$ cat src/logic/audio_input_path_defs.svh
`ifndef AUDIO_INPUT_PATH_DEFS_SVH
`define AUDIO_INPUT_PATH_DEFS_SVH

// Control word addresses
`define ADDR_LEFT_LINE      7'h00
`define ADDR_RIGHT_LINE     7'h01
`define ADDR_ANALOGUE_PATH  7'h04
`define ADDR_DIGITAL_PATH   7'h05

// Line input fields
`define GAIN_LSB            0
`define GAIN_MSB            4
`define LINE_MUTE_BIT       7
`define LINE_COPY_BIT       8

// Analogue path fields
`define MIC_BOOST_BIT       0
`define MIC_MUTE_BIT        1
`define SOURCE_SELECT_BIT   2

// Digital path fields
`define HPF_DISABLE_BIT     0
`define OFFSET_HOLD_BIT     4

// Reset values
`define GAIN_RESET          5'h17
`define LINE_MUTE_RESET     1'h1
`define LINE_COPY_RESET     1'h0
`define MIC_BOOST_RESET     1'h0
`define MIC_MUTE_RESET      1'h1
`define SOURCE_SELECT_RESET 1'h0
`define HPF_DISABLE_RESET   1'h0
`define OFFSET_HOLD_RESET   1'h0
`define MIC_BIAS_RESET      1'h0

// Record filter
`define SAMPLE_WIDTH        24
`define DECIM_LOG2          6
`define HPF_SHIFT           10

`endif

$ cat src/logic/audio_input_path_pkg.sv
`default_nettype none
package audio_input_path_pkg;
  typedef logic signed [23:0] sample_type;
  typedef logic [4:0]         gain_type;
endpackage
`default_nettype wire

$ cat src/logic/record_channel_filter.sv
`include "audio_input_path_defs.svh"
`default_nettype none
module record_channel_filter (
  input  wire logic                       clk,
  input  wire logic                       nrst,
  input  wire logic                       in_valid,
  input  wire audio_input_path_pkg::sample_type in_sample,
  input  wire logic                       highpass_disable,
  input  wire logic                       offset_hold,
  output logic                            out_valid,
  output audio_input_path_pkg::sample_type out_sample
);

  localparam int ACC_W = `SAMPLE_WIDTH + `DECIM_LOG2;

  logic [`DECIM_LOG2-1:0]           count_reg;
  logic [`DECIM_LOG2-1:0]           count_next;
  logic signed [ACC_W-1:0]          acc_reg;
  logic signed [ACC_W-1:0]          acc_next;
  logic signed [ACC_W-1:0]          sum;
  audio_input_path_pkg::sample_type offset_reg;
  audio_input_path_pkg::sample_type offset_next;
  audio_input_path_pkg::sample_type out_reg;
  audio_input_path_pkg::sample_type out_next;
  audio_input_path_pkg::sample_type dec_sample;
  audio_input_path_pkg::sample_type applied;
  logic                             valid_reg;
  logic                             valid_next;
  logic                             clear_offset;
  logic signed [`SAMPLE_WIDTH:0]    diff;
  logic signed [`SAMPLE_WIDTH:0]    step;
  logic signed [`SAMPLE_WIDTH:0]    corrected;

  ////////////////////////////////////////////////////////////////////////////
  always_comb begin
    count_next   = count_reg;
    acc_next     = acc_reg;
    offset_next  = offset_reg;
    out_next     = out_reg;
    valid_next   = 1'b0;
    clear_offset = highpass_disable && !offset_hold;
    applied      = clear_offset ? '0 : offset_reg;
    sum          = acc_reg + ACC_W'(in_sample);
    dec_sample   = sum[ACC_W-1:`DECIM_LOG2];
    diff         = {dec_sample[`SAMPLE_WIDTH-1], dec_sample}
                 - {offset_reg[`SAMPLE_WIDTH-1], offset_reg};
    step         = diff >>> `HPF_SHIFT;
    corrected    = {dec_sample[`SAMPLE_WIDTH-1], dec_sample}
                 - {applied[`SAMPLE_WIDTH-1], applied};
    if (clear_offset) begin
      offset_next = '0;
    end
    if (in_valid) begin
      count_next = count_reg + 1'b1;
      if (count_reg == '1) begin
        acc_next   = '0;
        valid_next = 1'b1;
        if (corrected[`SAMPLE_WIDTH] != corrected[`SAMPLE_WIDTH-1]) begin
          out_next = {corrected[`SAMPLE_WIDTH], {(`SAMPLE_WIDTH-1){~corrected[`SAMPLE_WIDTH]}}};
        end else begin
          out_next = corrected[`SAMPLE_WIDTH-1:0];
        end
        if (!highpass_disable) begin
          offset_next = offset_reg + step[`SAMPLE_WIDTH-1:0];
        end
      end else begin
        acc_next = sum;
      end
    end
  end

  always_ff @(posedge clk or negedge nrst) begin
    if (!nrst) begin
      count_reg  <= '0;
      acc_reg    <= '0;
      offset_reg <= '0;
      out_reg    <= '0;
      valid_reg  <= 1'b0;
    end else begin
      count_reg  <= count_next;
      acc_reg    <= acc_next;
      offset_reg <= offset_next;
      out_reg    <= out_next;
      valid_reg  <= valid_next;
    end
  end

  assign out_valid  = valid_reg;
  assign out_sample = out_reg;

  ////////////////////////////////////////////////////////////////////////////
  property p_offset_frozen;
    @(posedge clk) disable iff (!nrst)
    (highpass_disable && offset_hold) |-> (offset_next == offset_reg);
  endproperty
  a_offset_frozen: assert property (p_offset_frozen)
    else $error("held offset changed while filter disabled");

  property p_offset_cleared;
    @(posedge clk) disable iff (!nrst)
    (highpass_disable && !offset_hold) |-> (offset_next == '0);
  endproperty
  a_offset_cleared: assert property (p_offset_cleared)
    else $error("offset not cleared with hold off");

  property p_decimate;
    @(posedge clk) disable iff (!nrst)
    valid_reg |-> ($past(in_valid) && ($past(count_reg) == '1));
  endproperty
  a_decimate: assert property (p_decimate)
    else $error("output sample without full decimation block");

endmodule
`default_nettype wire

$ cat src/logic/audio_input_path_control.sv
`include "audio_input_path_defs.svh"
`default_nettype none
module audio_input_path_control (
  input  wire logic                       clk,
  input  wire logic                       nrst,
  input  wire logic                       ctrl_write,
  input  wire logic [6:0]                 ctrl_address,
  input  wire logic [8:0]                 ctrl_data,
  input  wire logic                       standby,
  input  wire logic                       sample_in_valid,
  input  wire audio_input_path_pkg::sample_type left_sample_in,
  input  wire audio_input_path_pkg::sample_type right_sample_in,
  output logic [4:0]                      left_line_gain,
  output logic                            left_line_mute,
  output logic                            left_to_right_gain_copy,
  output logic [4:0]                      right_line_gain,
  output logic                            right_line_mute,
  output logic                            right_to_left_gain_copy,
  output logic                            microphone_gain_boost,
  output logic                            microphone_record_mute,
  output logic                            record_source_select,
  output logic                            record_highpass_disable,
  output logic                            offset_hold_on_disable,
  output logic                            microphone_bias_output,
  output logic                            record_sample_valid,
  output audio_input_path_pkg::sample_type record_left_sample,
  output audio_input_path_pkg::sample_type record_right_sample
);

  audio_input_path_pkg::gain_type left_gain_reg;
  audio_input_path_pkg::gain_type left_gain_next;
  audio_input_path_pkg::gain_type right_gain_reg;
  audio_input_path_pkg::gain_type right_gain_next;
  logic                           left_mute_reg;
  logic                           left_mute_next;
  logic                           right_mute_reg;
  logic                           right_mute_next;
  logic                           l2r_copy_reg;
  logic                           l2r_copy_next;
  logic                           r2l_copy_reg;
  logic                           r2l_copy_next;
  logic                           boost_reg;
  logic                           boost_next;
  logic                           mic_mute_reg;
  logic                           mic_mute_next;
  logic                           source_reg;
  logic                           source_next;
  logic                           hpf_disable_reg;
  logic                           hpf_disable_next;
  logic                           hold_reg;
  logic                           hold_next;
  logic                           bias_reg;
  logic                           bias_next;
  logic                           left_write;
  logic                           right_write;

  ////////////////////////////////////////////////////////////////////////////
  // Control word decode; bits 6:5 of line words are simply never read
  always_comb begin
    left_gain_next   = left_gain_reg;
    right_gain_next  = right_gain_reg;
    left_mute_next   = left_mute_reg;
    right_mute_next  = right_mute_reg;
    l2r_copy_next    = l2r_copy_reg;
    r2l_copy_next    = r2l_copy_reg;
    boost_next       = boost_reg;
    mic_mute_next    = mic_mute_reg;
    source_next      = source_reg;
    hpf_disable_next = hpf_disable_reg;
    hold_next        = hold_reg;
    bias_next        = !standby;
    left_write       = ctrl_write && (ctrl_address == `ADDR_LEFT_LINE);
    right_write      = ctrl_write && (ctrl_address == `ADDR_RIGHT_LINE);
    if (ctrl_write) begin
      case (ctrl_address)
        `ADDR_LEFT_LINE: begin
          left_gain_next = ctrl_data[`GAIN_MSB:`GAIN_LSB];
          left_mute_next = ctrl_data[`LINE_MUTE_BIT];
          l2r_copy_next  = ctrl_data[`LINE_COPY_BIT];
          if (ctrl_data[`LINE_COPY_BIT]) begin
            right_gain_next = ctrl_data[`GAIN_MSB:`GAIN_LSB];
            right_mute_next = ctrl_data[`LINE_MUTE_BIT];
          end
        end
        `ADDR_RIGHT_LINE: begin
          right_gain_next = ctrl_data[`GAIN_MSB:`GAIN_LSB];
          right_mute_next = ctrl_data[`LINE_MUTE_BIT];
          r2l_copy_next   = ctrl_data[`LINE_COPY_BIT];
          if (ctrl_data[`LINE_COPY_BIT]) begin
            left_gain_next = ctrl_data[`GAIN_MSB:`GAIN_LSB];
            left_mute_next = ctrl_data[`LINE_MUTE_BIT];
          end
        end
        `ADDR_ANALOGUE_PATH: begin
          boost_next    = ctrl_data[`MIC_BOOST_BIT];
          mic_mute_next = ctrl_data[`MIC_MUTE_BIT];
          source_next   = ctrl_data[`SOURCE_SELECT_BIT];
        end
        `ADDR_DIGITAL_PATH: begin
          hpf_disable_next = ctrl_data[`HPF_DISABLE_BIT];
          hold_next        = ctrl_data[`OFFSET_HOLD_BIT];
        end
        default: begin
          bias_next = !standby;
        end
      endcase
    end
  end

  always_ff @(posedge clk or negedge nrst) begin
    if (!nrst) begin
      left_gain_reg   <= `GAIN_RESET;
      right_gain_reg  <= `GAIN_RESET;
      left_mute_reg   <= `LINE_MUTE_RESET;
      right_mute_reg  <= `LINE_MUTE_RESET;
      l2r_copy_reg    <= `LINE_COPY_RESET;
      r2l_copy_reg    <= `LINE_COPY_RESET;
      boost_reg       <= `MIC_BOOST_RESET;
      mic_mute_reg    <= `MIC_MUTE_RESET;
      source_reg      <= `SOURCE_SELECT_RESET;
      hpf_disable_reg <= `HPF_DISABLE_RESET;
      hold_reg        <= `OFFSET_HOLD_RESET;
      bias_reg        <= `MIC_BIAS_RESET;
    end else begin
      left_gain_reg   <= left_gain_next;
      right_gain_reg  <= right_gain_next;
      left_mute_reg   <= left_mute_next;
      right_mute_reg  <= right_mute_next;
      l2r_copy_reg    <= l2r_copy_next;
      r2l_copy_reg    <= r2l_copy_next;
      boost_reg       <= boost_next;
      mic_mute_reg    <= mic_mute_next;
      source_reg      <= source_next;
      hpf_disable_reg <= hpf_disable_next;
      hold_reg        <= hold_next;
      bias_reg        <= bias_next;
    end
  end

  assign left_line_gain          = left_gain_reg;
  assign left_line_mute          = left_mute_reg;
  assign left_to_right_gain_copy = l2r_copy_reg;
  assign right_line_gain         = right_gain_reg;
  assign right_line_mute         = right_mute_reg;
  assign right_to_left_gain_copy = r2l_copy_reg;
  assign microphone_gain_boost   = boost_reg;
  assign microphone_record_mute  = mic_mute_reg;
  assign record_source_select    = source_reg;
  assign record_highpass_disable = hpf_disable_reg;
  assign offset_hold_on_disable  = hold_reg;
  assign microphone_bias_output  = bias_reg;

  ////////////////////////////////////////////////////////////////////////////
  // Record filters, one per channel
  audio_input_path_pkg::sample_type chan_in [2];
  audio_input_path_pkg::sample_type chan_out [2];
  logic                             chan_valid [2];

  assign chan_in[0]          = left_sample_in;
  assign chan_in[1]          = right_sample_in;
  assign record_left_sample  = chan_out[0];
  assign record_right_sample = chan_out[1];
  assign record_sample_valid = chan_valid[0];

  genvar ch;
  generate
    for (ch = 0; ch < 2; ch++) begin : g_chan
      record_channel_filter u_filter (
        .clk              (clk),
        .nrst             (nrst),
        .in_valid         (sample_in_valid),
        .in_sample        (chan_in[ch]),
        .highpass_disable (hpf_disable_reg),
        .offset_hold      (hold_reg),
        .out_valid        (chan_valid[ch]),
        .out_sample       (chan_out[ch])
      );
    end
  endgenerate

  ////////////////////////////////////////////////////////////////////////////
  property p_left_copies_right;
    @(posedge clk) disable iff (!nrst)
    (left_write && ctrl_data[`LINE_COPY_BIT]) |=>
      (right_gain_reg == $past(ctrl_data[4:0])) && (right_mute_reg == $past(ctrl_data[7]));
  endproperty
  a_left_copies_right: assert property (p_left_copies_right)
    else $error("left write with copy did not load right channel");

  property p_right_copies_left;
    @(posedge clk) disable iff (!nrst)
    (right_write && ctrl_data[`LINE_COPY_BIT]) |=>
      (left_gain_reg == $past(ctrl_data[4:0])) && (left_mute_reg == $past(ctrl_data[7]));
  endproperty
  a_right_copies_left: assert property (p_right_copies_left)
    else $error("right write with copy did not load left channel");

  property p_no_copy_keeps_right;
    @(posedge clk) disable iff (!nrst)
    (left_write && !ctrl_data[`LINE_COPY_BIT]) |=>
      $stable(right_gain_reg) && $stable(right_mute_reg) && (left_mute_reg == $past(ctrl_data[7]));
  endproperty
  a_no_copy_keeps_right: assert property (p_no_copy_keeps_right)
    else $error("left write without copy disturbed right channel");

  property p_gain_stable_without_write;
    @(posedge clk) disable iff (!nrst)
    (!left_write && !right_write) |=> $stable(left_gain_reg) && $stable(right_gain_reg);
  endproperty
  a_gain_stable_without_write: assert property (p_gain_stable_without_write)
    else $error("line gain changed without a line write");

  property p_right_gain_load;
    @(posedge clk) disable iff (!nrst)
    right_write |=> (right_gain_reg == $past(ctrl_data[4:0])) && (right_mute_reg == $past(ctrl_data[7]));
  endproperty
  a_right_gain_load: assert property (p_right_gain_load)
    else $error("right line write not loaded");

  property p_analogue_load;
    @(posedge clk) disable iff (!nrst)
    (ctrl_write && ctrl_address == `ADDR_ANALOGUE_PATH) |=>
      ({source_reg, mic_mute_reg, boost_reg} == $past(ctrl_data[2:0]));
  endproperty
  a_analogue_load: assert property (p_analogue_load)
    else $error("analogue path fields not loaded");

  property p_digital_load;
    @(posedge clk) disable iff (!nrst)
    (ctrl_write && ctrl_address == `ADDR_DIGITAL_PATH) |=>
      (hpf_disable_reg == $past(ctrl_data[0])) && (hold_reg == $past(ctrl_data[4]));
  endproperty
  a_digital_load: assert property (p_digital_load)
    else $error("digital path fields not loaded");

  property p_bias_off_in_standby;
    @(posedge clk) disable iff (!nrst)
    standby |=> !microphone_bias_output;
  endproperty
  a_bias_off_in_standby: assert property (p_bias_off_in_standby)
    else $error("microphone bias active in standby");

  property p_channels_aligned;
    @(posedge clk) disable iff (!nrst)
    chan_valid[0] == chan_valid[1];
  endproperty
  a_channels_aligned: assert property (p_channels_aligned)
    else $error("record channels out of step");

endmodule
`default_nettype wire

$ cat config.mk
export PLATFORM = sky130hd
export DESIGN_NAME = audio_input_path_control
export DESIGN_NICKNAME = d
export VERILOG_FILES = /design/src/logic/audio_input_path_pkg.sv /design/src/logic/record_channel_filter.sv /design/src/logic/audio_input_path_control.sv
export VERILOG_INCLUDE_DIRS = /design/src /design/src/logic
export SDC_FILE = /design/constraint.sdc
export NUM_CORES = 1
export LEC_CHECK = 0
export ABC_CLOCK_PERIOD_IN_PS = 21000
export BUFFER_PORTS_ARGS = -buffer_cell sky130_fd_sc_hd__buf_4
export CAP_MARGIN = 40
export CORE_AREA = 2 2 224 226
export DETAILED_ROUTE_END_ITERATION = 8
export DIE_AREA = 0 0 226 228
export PLACE_DENSITY = 0.54
export SLEW_MARGIN = 25
export SYNTH_ARGS = -nofsm -noshare
export SYNTH_HDL_FRONTEND = slang
export SYNTH_HIERARCHICAL = 1
export SYNTH_SLANG_ARGS = --single-unit
$ cat constraint.sdc
create_clock -name clk -period 21 [get_ports clk]
set_input_delay 1.05 -clock clk [delete_from_list [all_inputs] [get_ports clk]]
set_output_delay 1.05 -clock clk [all_outputs]
set_load 0.01 [all_outputs]
; ---- Word-level counts from Yosys, hierarchy flattened
; Index checks and enable logic that the tools add are counted.
[op_classes]
addsub = 10
n_eq_ne = 9
mux = 20
bitwise_logic = 2
n_reduce_logical = 13
[ops]
columns = op, count
row1 = $mux 24, 10
row2 = $sub 24x24->25, 4
row3 = $add 30x24->30, 2
row4 = $mux 30, 2
row5 = $add 24x24->24, 2
row6 = $pmux 5 s2, 2
row7 = $eq 7x3->1 const B, 2
row8 = $add 6x1->6 const B, 2
row9 = $eq 6x6->1 const B, 2
row10 = $reduce_and 2->1, 6
row11 = $eq 7x1->1 const B, 1
row12 = $logic_not 7->1, 1
row13 = $reduce_and 3->1, 2
row14 = $mux 5, 1
row15 = $ne 2x2->1 const B, 2
row16 = $pmux 1 s2, 2
row17 = $mux 1, 3
row18 = $logic_not 1->1, 2
row19 = $ne 1x1->1, 2
row20 = $not 1->1, 2
row21 = $reduce_bool 2->1, 1
row22 = $logic_and 1x1->1, 1
[totals]
register_bits = 189
inputBits = 69
output_inout_bits = 69
elab_cells = 75

; ---- Logic depth before layout (Yosys ltp)
[logic_depth]
ltp_word = 6
mapped_depth = 31
ltp_nobuf = 31

; ---- Modules after synthesis
; The synthesis kept the hierarchy.
[modules_own_cells]
columns = module, n_inst, cells_per_inst, area_each_um2
row1 = record_channel_filter (g_chan[1].u_filter), 1, 994, 8171.6
row2 = record_channel_filter (g_chan[0].u_filter), 1, 953, 7951.4
row3 = audio_input_path_control, 1, 52, 852.1

; ---- Least setup slack after synthesis
; OpenSTA, ideal clock, no wires.
[synth_timing]
path_kind = input-to-reg
startpoint = input left_sample_in[0]
endpoint = register g_chan[0].u_filter.offset_reg[23]
arrival_time_ps = 7282
required_ps = 20921
setup_slack_ps = 13639
cell_stages = 29
path_cell_list = ha_1 -> fa_1 -> a21o_1 -> and3_2 -> or2_2 -> a31oi_1 -> o31ai_1 -> a21oi_1 -> xnor2_1 -> ha_1 -> and3_1 -> a221o_1 -> a21oi_1 -> o21a_1 -> o21ai_2 -> a221o_2 -> o41a_4 -> and2_2 -> nor2_1 -> ha_1 -> and2_1 -> a221oi_1 -> o31ai_1 -> a211o_1 -> a31oi_1 -> a2111oi_0 -> a31o_2 -> nor3_1 -> mux2i_1
[synth_between]
elab_chain_len = 6
[synth_rtl]
columns = item, line_no
row1 = start: declaration, audio_input_path_control.sv:11  ; input wire audio_input_path_pkg::sample_type left_sample_in,
row2 = $add 30x24->30, record_channel_filter.sv:43  ; sum = acc_reg + ACC_W'(in_sample);
row3 = $sub 24x24->25, record_channel_filter.sv:45  ; diff = {dec_sample[`SAMPLE_WIDTH-1], dec_sample}
row4 = $add 24x24->24, record_channel_filter.sv:64  ; offset_next = offset_reg + step[`SAMPLE_WIDTH-1:0];
row5 = $mux 24, record_channel_filter.sv:63  ; if (!highpass_disable) begin
row6 = $mux 24, record_channel_filter.sv:55  ; if (count_reg == '1) begin
row7 = $mux 24, record_channel_filter.sv:53  ; if (in_valid) begin
row8 = via g_chan[0].u_filter.offset_next[23], record_channel_filter.sv:22  ; audio_input_path_pkg::sample_type offset_next;
row9 = end signal: assignment, record_channel_filter.sv:82  ; offset_reg <= offset_next;
row10 = end: declaration, record_channel_filter.sv:21  ; audio_input_path_pkg::sample_type offset_reg;
; The timed path passes the listed nets, and every way through them passes these cells.
; A chain may end at the register's enable or synchronous reset.

; ---- Final worst setup path
[layout_timing]
startpoint = input left_sample_in[1]
endpoint = register g_chan[0].u_filter.offset_reg[23]
; Same word-level chain as after synthesis.

==> impl_metrics.env <==
export IMPL_drive_above_1_share_pct=13.5
export IMPL_drtAntennaViolNets=0
export IMPL_fin_crit_ns=8.04
export IMPL_slowest_stage="a2111oi_0"
export IMPL_path_class="input pin to flip-flop"
export IMPL_fin_setup_tns_ns=0
export IMPL_clock_fmax_mhz=124
export IMPL_setup_slack_ns=12.96
export IMPL_wl_per_cell_um=16.9
export IMPL_worst_path_max_fanout=5
export IMPL_die_w_um=226
export IMPL_antenna_found_initial=2
export IMPL_slew_limit_headroom_pct=34.3
export IMPL_post_cts_setup_buffers=0
export IMPL_grt_max_degree=86
export IMPL_max_stage_delay_ns=0.63
export IMPL_htreeDepth=4
export IMPL_status="finished, final reports clean"
export IMPL_path_clk_slew_ns=0.08
export IMPL_first_global_vias=14489
export IMPL_hold_path_class="flip-flop to flip-flop"
export IMPL_finalCritPeriodShare_pct=38.3
export IMPL_cts_made_buffers=17
export IMPL_vias_per_cell=5.38
export IMPL_skew_ns=0.0171
export IMPL_cts_resized=0
export IMPL_core_um2=49300
export IMPL_fillers=5028
export IMPL_drv_cap=0
export IMPL_area_delta_synth_final_pct=14.1
export IMPL_io_buffers=135
export IMPL_finalHoldViolations=0
export IMPL_dieArea_um2=51500
export IMPL_syn_area_um2=17000
export IMPL_place_gp_congestion=0.923
export IMPL_pre_cts_slack_ns=12.45
export IMPL_rows=82
export IMPL_post_route_util_pct=39.2
export IMPL_gr_max_usage_layer="met2"
export IMPL_routed_wl_um=47400
export IMPL_r2r_cells=28
export IMPL_clock_latency_ns=0.49
export IMPL_worstSetupEndpointType="flip-flop"
export IMPL_grt_use_met1_pct=23.9
export IMPL_rr_endpoint="g_chan[0].u_filter/offset_reg[23]"
export IMPL_grt_overflow_total=0
export IMPL_cts_sinks=189
export IMPL_drv_slew=0
export IMPL_endpoint="g_chan[0].u_filter/offset_reg[23]"
export IMPL_r2r_slack_ns=13.23
export IMPL_cp_arrival_ns=8.45
export IMPL_cts_tree="yes"
export IMPL_die_h_um=228
export IMPL_largest_reg_flops=60
export IMPL_firstDrtPassIters=5
export IMPL_rsz0062_at_grt="false"
export IMPL_worstPathRequired_ns=21.41
export IMPL_cts_hold_buf=0
export IMPL_setup_violations=0
export IMPL_crit_start="left_sample_in[1]"
export IMPL_worst_slew_pin_slew_ns=0.985
export IMPL_clockBufferDepth=2
export IMPL_synthCells=1998
export IMPL_synth_fp_nets=2273
export IMPL_grt_pass1_wl_um=76400
export IMPL_drtIter0Drc=997
export IMPL_track_usage_pct=18.7
export IMPL_io_pins=138
export IMPL_vias=15073
export IMPL_yosys_warnings=6
export IMPL_start_util_pct=34.3
export IMPL_cts_root_buf="clkbuf_16"
export IMPL_final_nets=2391
export IMPL_reg2reg_from="g_chan[0].u_filter/acc_reg[1]"
export IMPL_met3_usage_pct=3.61
export IMPL_drc=0
export IMPL_post_dp_hpwl_um=37400
export IMPL_avgSynthCellArea_um2=8.48
export IMPL_crit_top_cell="ha_1"
export IMPL_met2_usage_pct=31.2
export IMPL_critical_path_startpoint_type="input pin"
worst max-delay path, delay by kind of cell:
| family | cells | cell delay [ns] |
|---|---|---|
| buffers and inverters | 1 | 0.12 |
| AOI/OAI and AO/OA | 17 | 4.74 |
| muxes | 1 | 0.20 |
| xor gates and xnor gates | 1 | 0.26 |
| and+or+nand+nor | 6 | 1.07 |
| adders and majority gates | 3 | 0.97 |
cell usage in the layout, fill, tap and decap left out, drive strengths merged, types with 16 or more instances in the layout:
cell type / n
o21ai: 164
a31oi: 16
nand2: 203
nor2b: 48
a211oi: 25
nor3: 36
ha: 200
nand3: 50
o21bai: 17
mux2: 24
inv: 103
a31o: 28
nor2: 147
xor2: 53
clkbuf: 21
a21oi: 144
nand4: 16
dfrtp: 178
and3: 16
buf: 151
a22o: 29
nand2b: 28
o21a: 26
a21o: 98
xnor2: 94
through the flow:
step	hold WS (ns)	instances	area [µm²]
final	0.479	2802	19300
after global routing	0.483	2801	19300
after CTS	0.480	2801	19300
after floorplan	0.441	1998	17000
after global placement	0.461	2765	18700
after detailed placement	0.464	2769	18800
worst min-delay path by stage:
stage                               startpoint                              end  slack [ns]  cells past startpoint
2_1_floorplan  g_chan[1].u_filter/count_reg[5]  g_chan[1].u_filter/count_reg[5]        0.44                      1
3_3_place_gp   g_chan[1].u_filter/count_reg[5]  g_chan[1].u_filter/count_reg[5]        0.46                      1
3_5_place_dp   g_chan[1].u_filter/count_reg[5]  g_chan[1].u_filter/count_reg[5]        0.46                      1
4_1_cts        g_chan[1].u_filter/count_reg[5]  g_chan[1].u_filter/count_reg[5]        0.48                      1
5_1_grt        g_chan[1].u_filter/count_reg[5]  g_chan[1].u_filter/count_reg[5]        0.48                      1
6_report       g_chan[1].u_filter/count_reg[4]  g_chan[1].u_filter/count_reg[4]        0.48                      1
final cells by class:
type	instances	area [µm²]	area share [%]
clock inverters	12	113	0.582
multi-input cells	1656	11600	60.2
repair buffers	152	1180	6.10
clock buffers	20	447	2.31
inverters	100	375	1.94
flip-flops and latches	189	4740	24.5
well taps	672	841	4.35
diodes	1	2.50	0.0129
layer usage:
metal	vias up	part of all wire, %
met5	-	0.027
met4	2	2.8
met3	75	3.1
met2	220	48
met1	7265	46
li1	7511	-
Power is left out: the tool's default activity adds up to more than one toggle a clock period on the data nets, which glitch-free logic cannot reach.
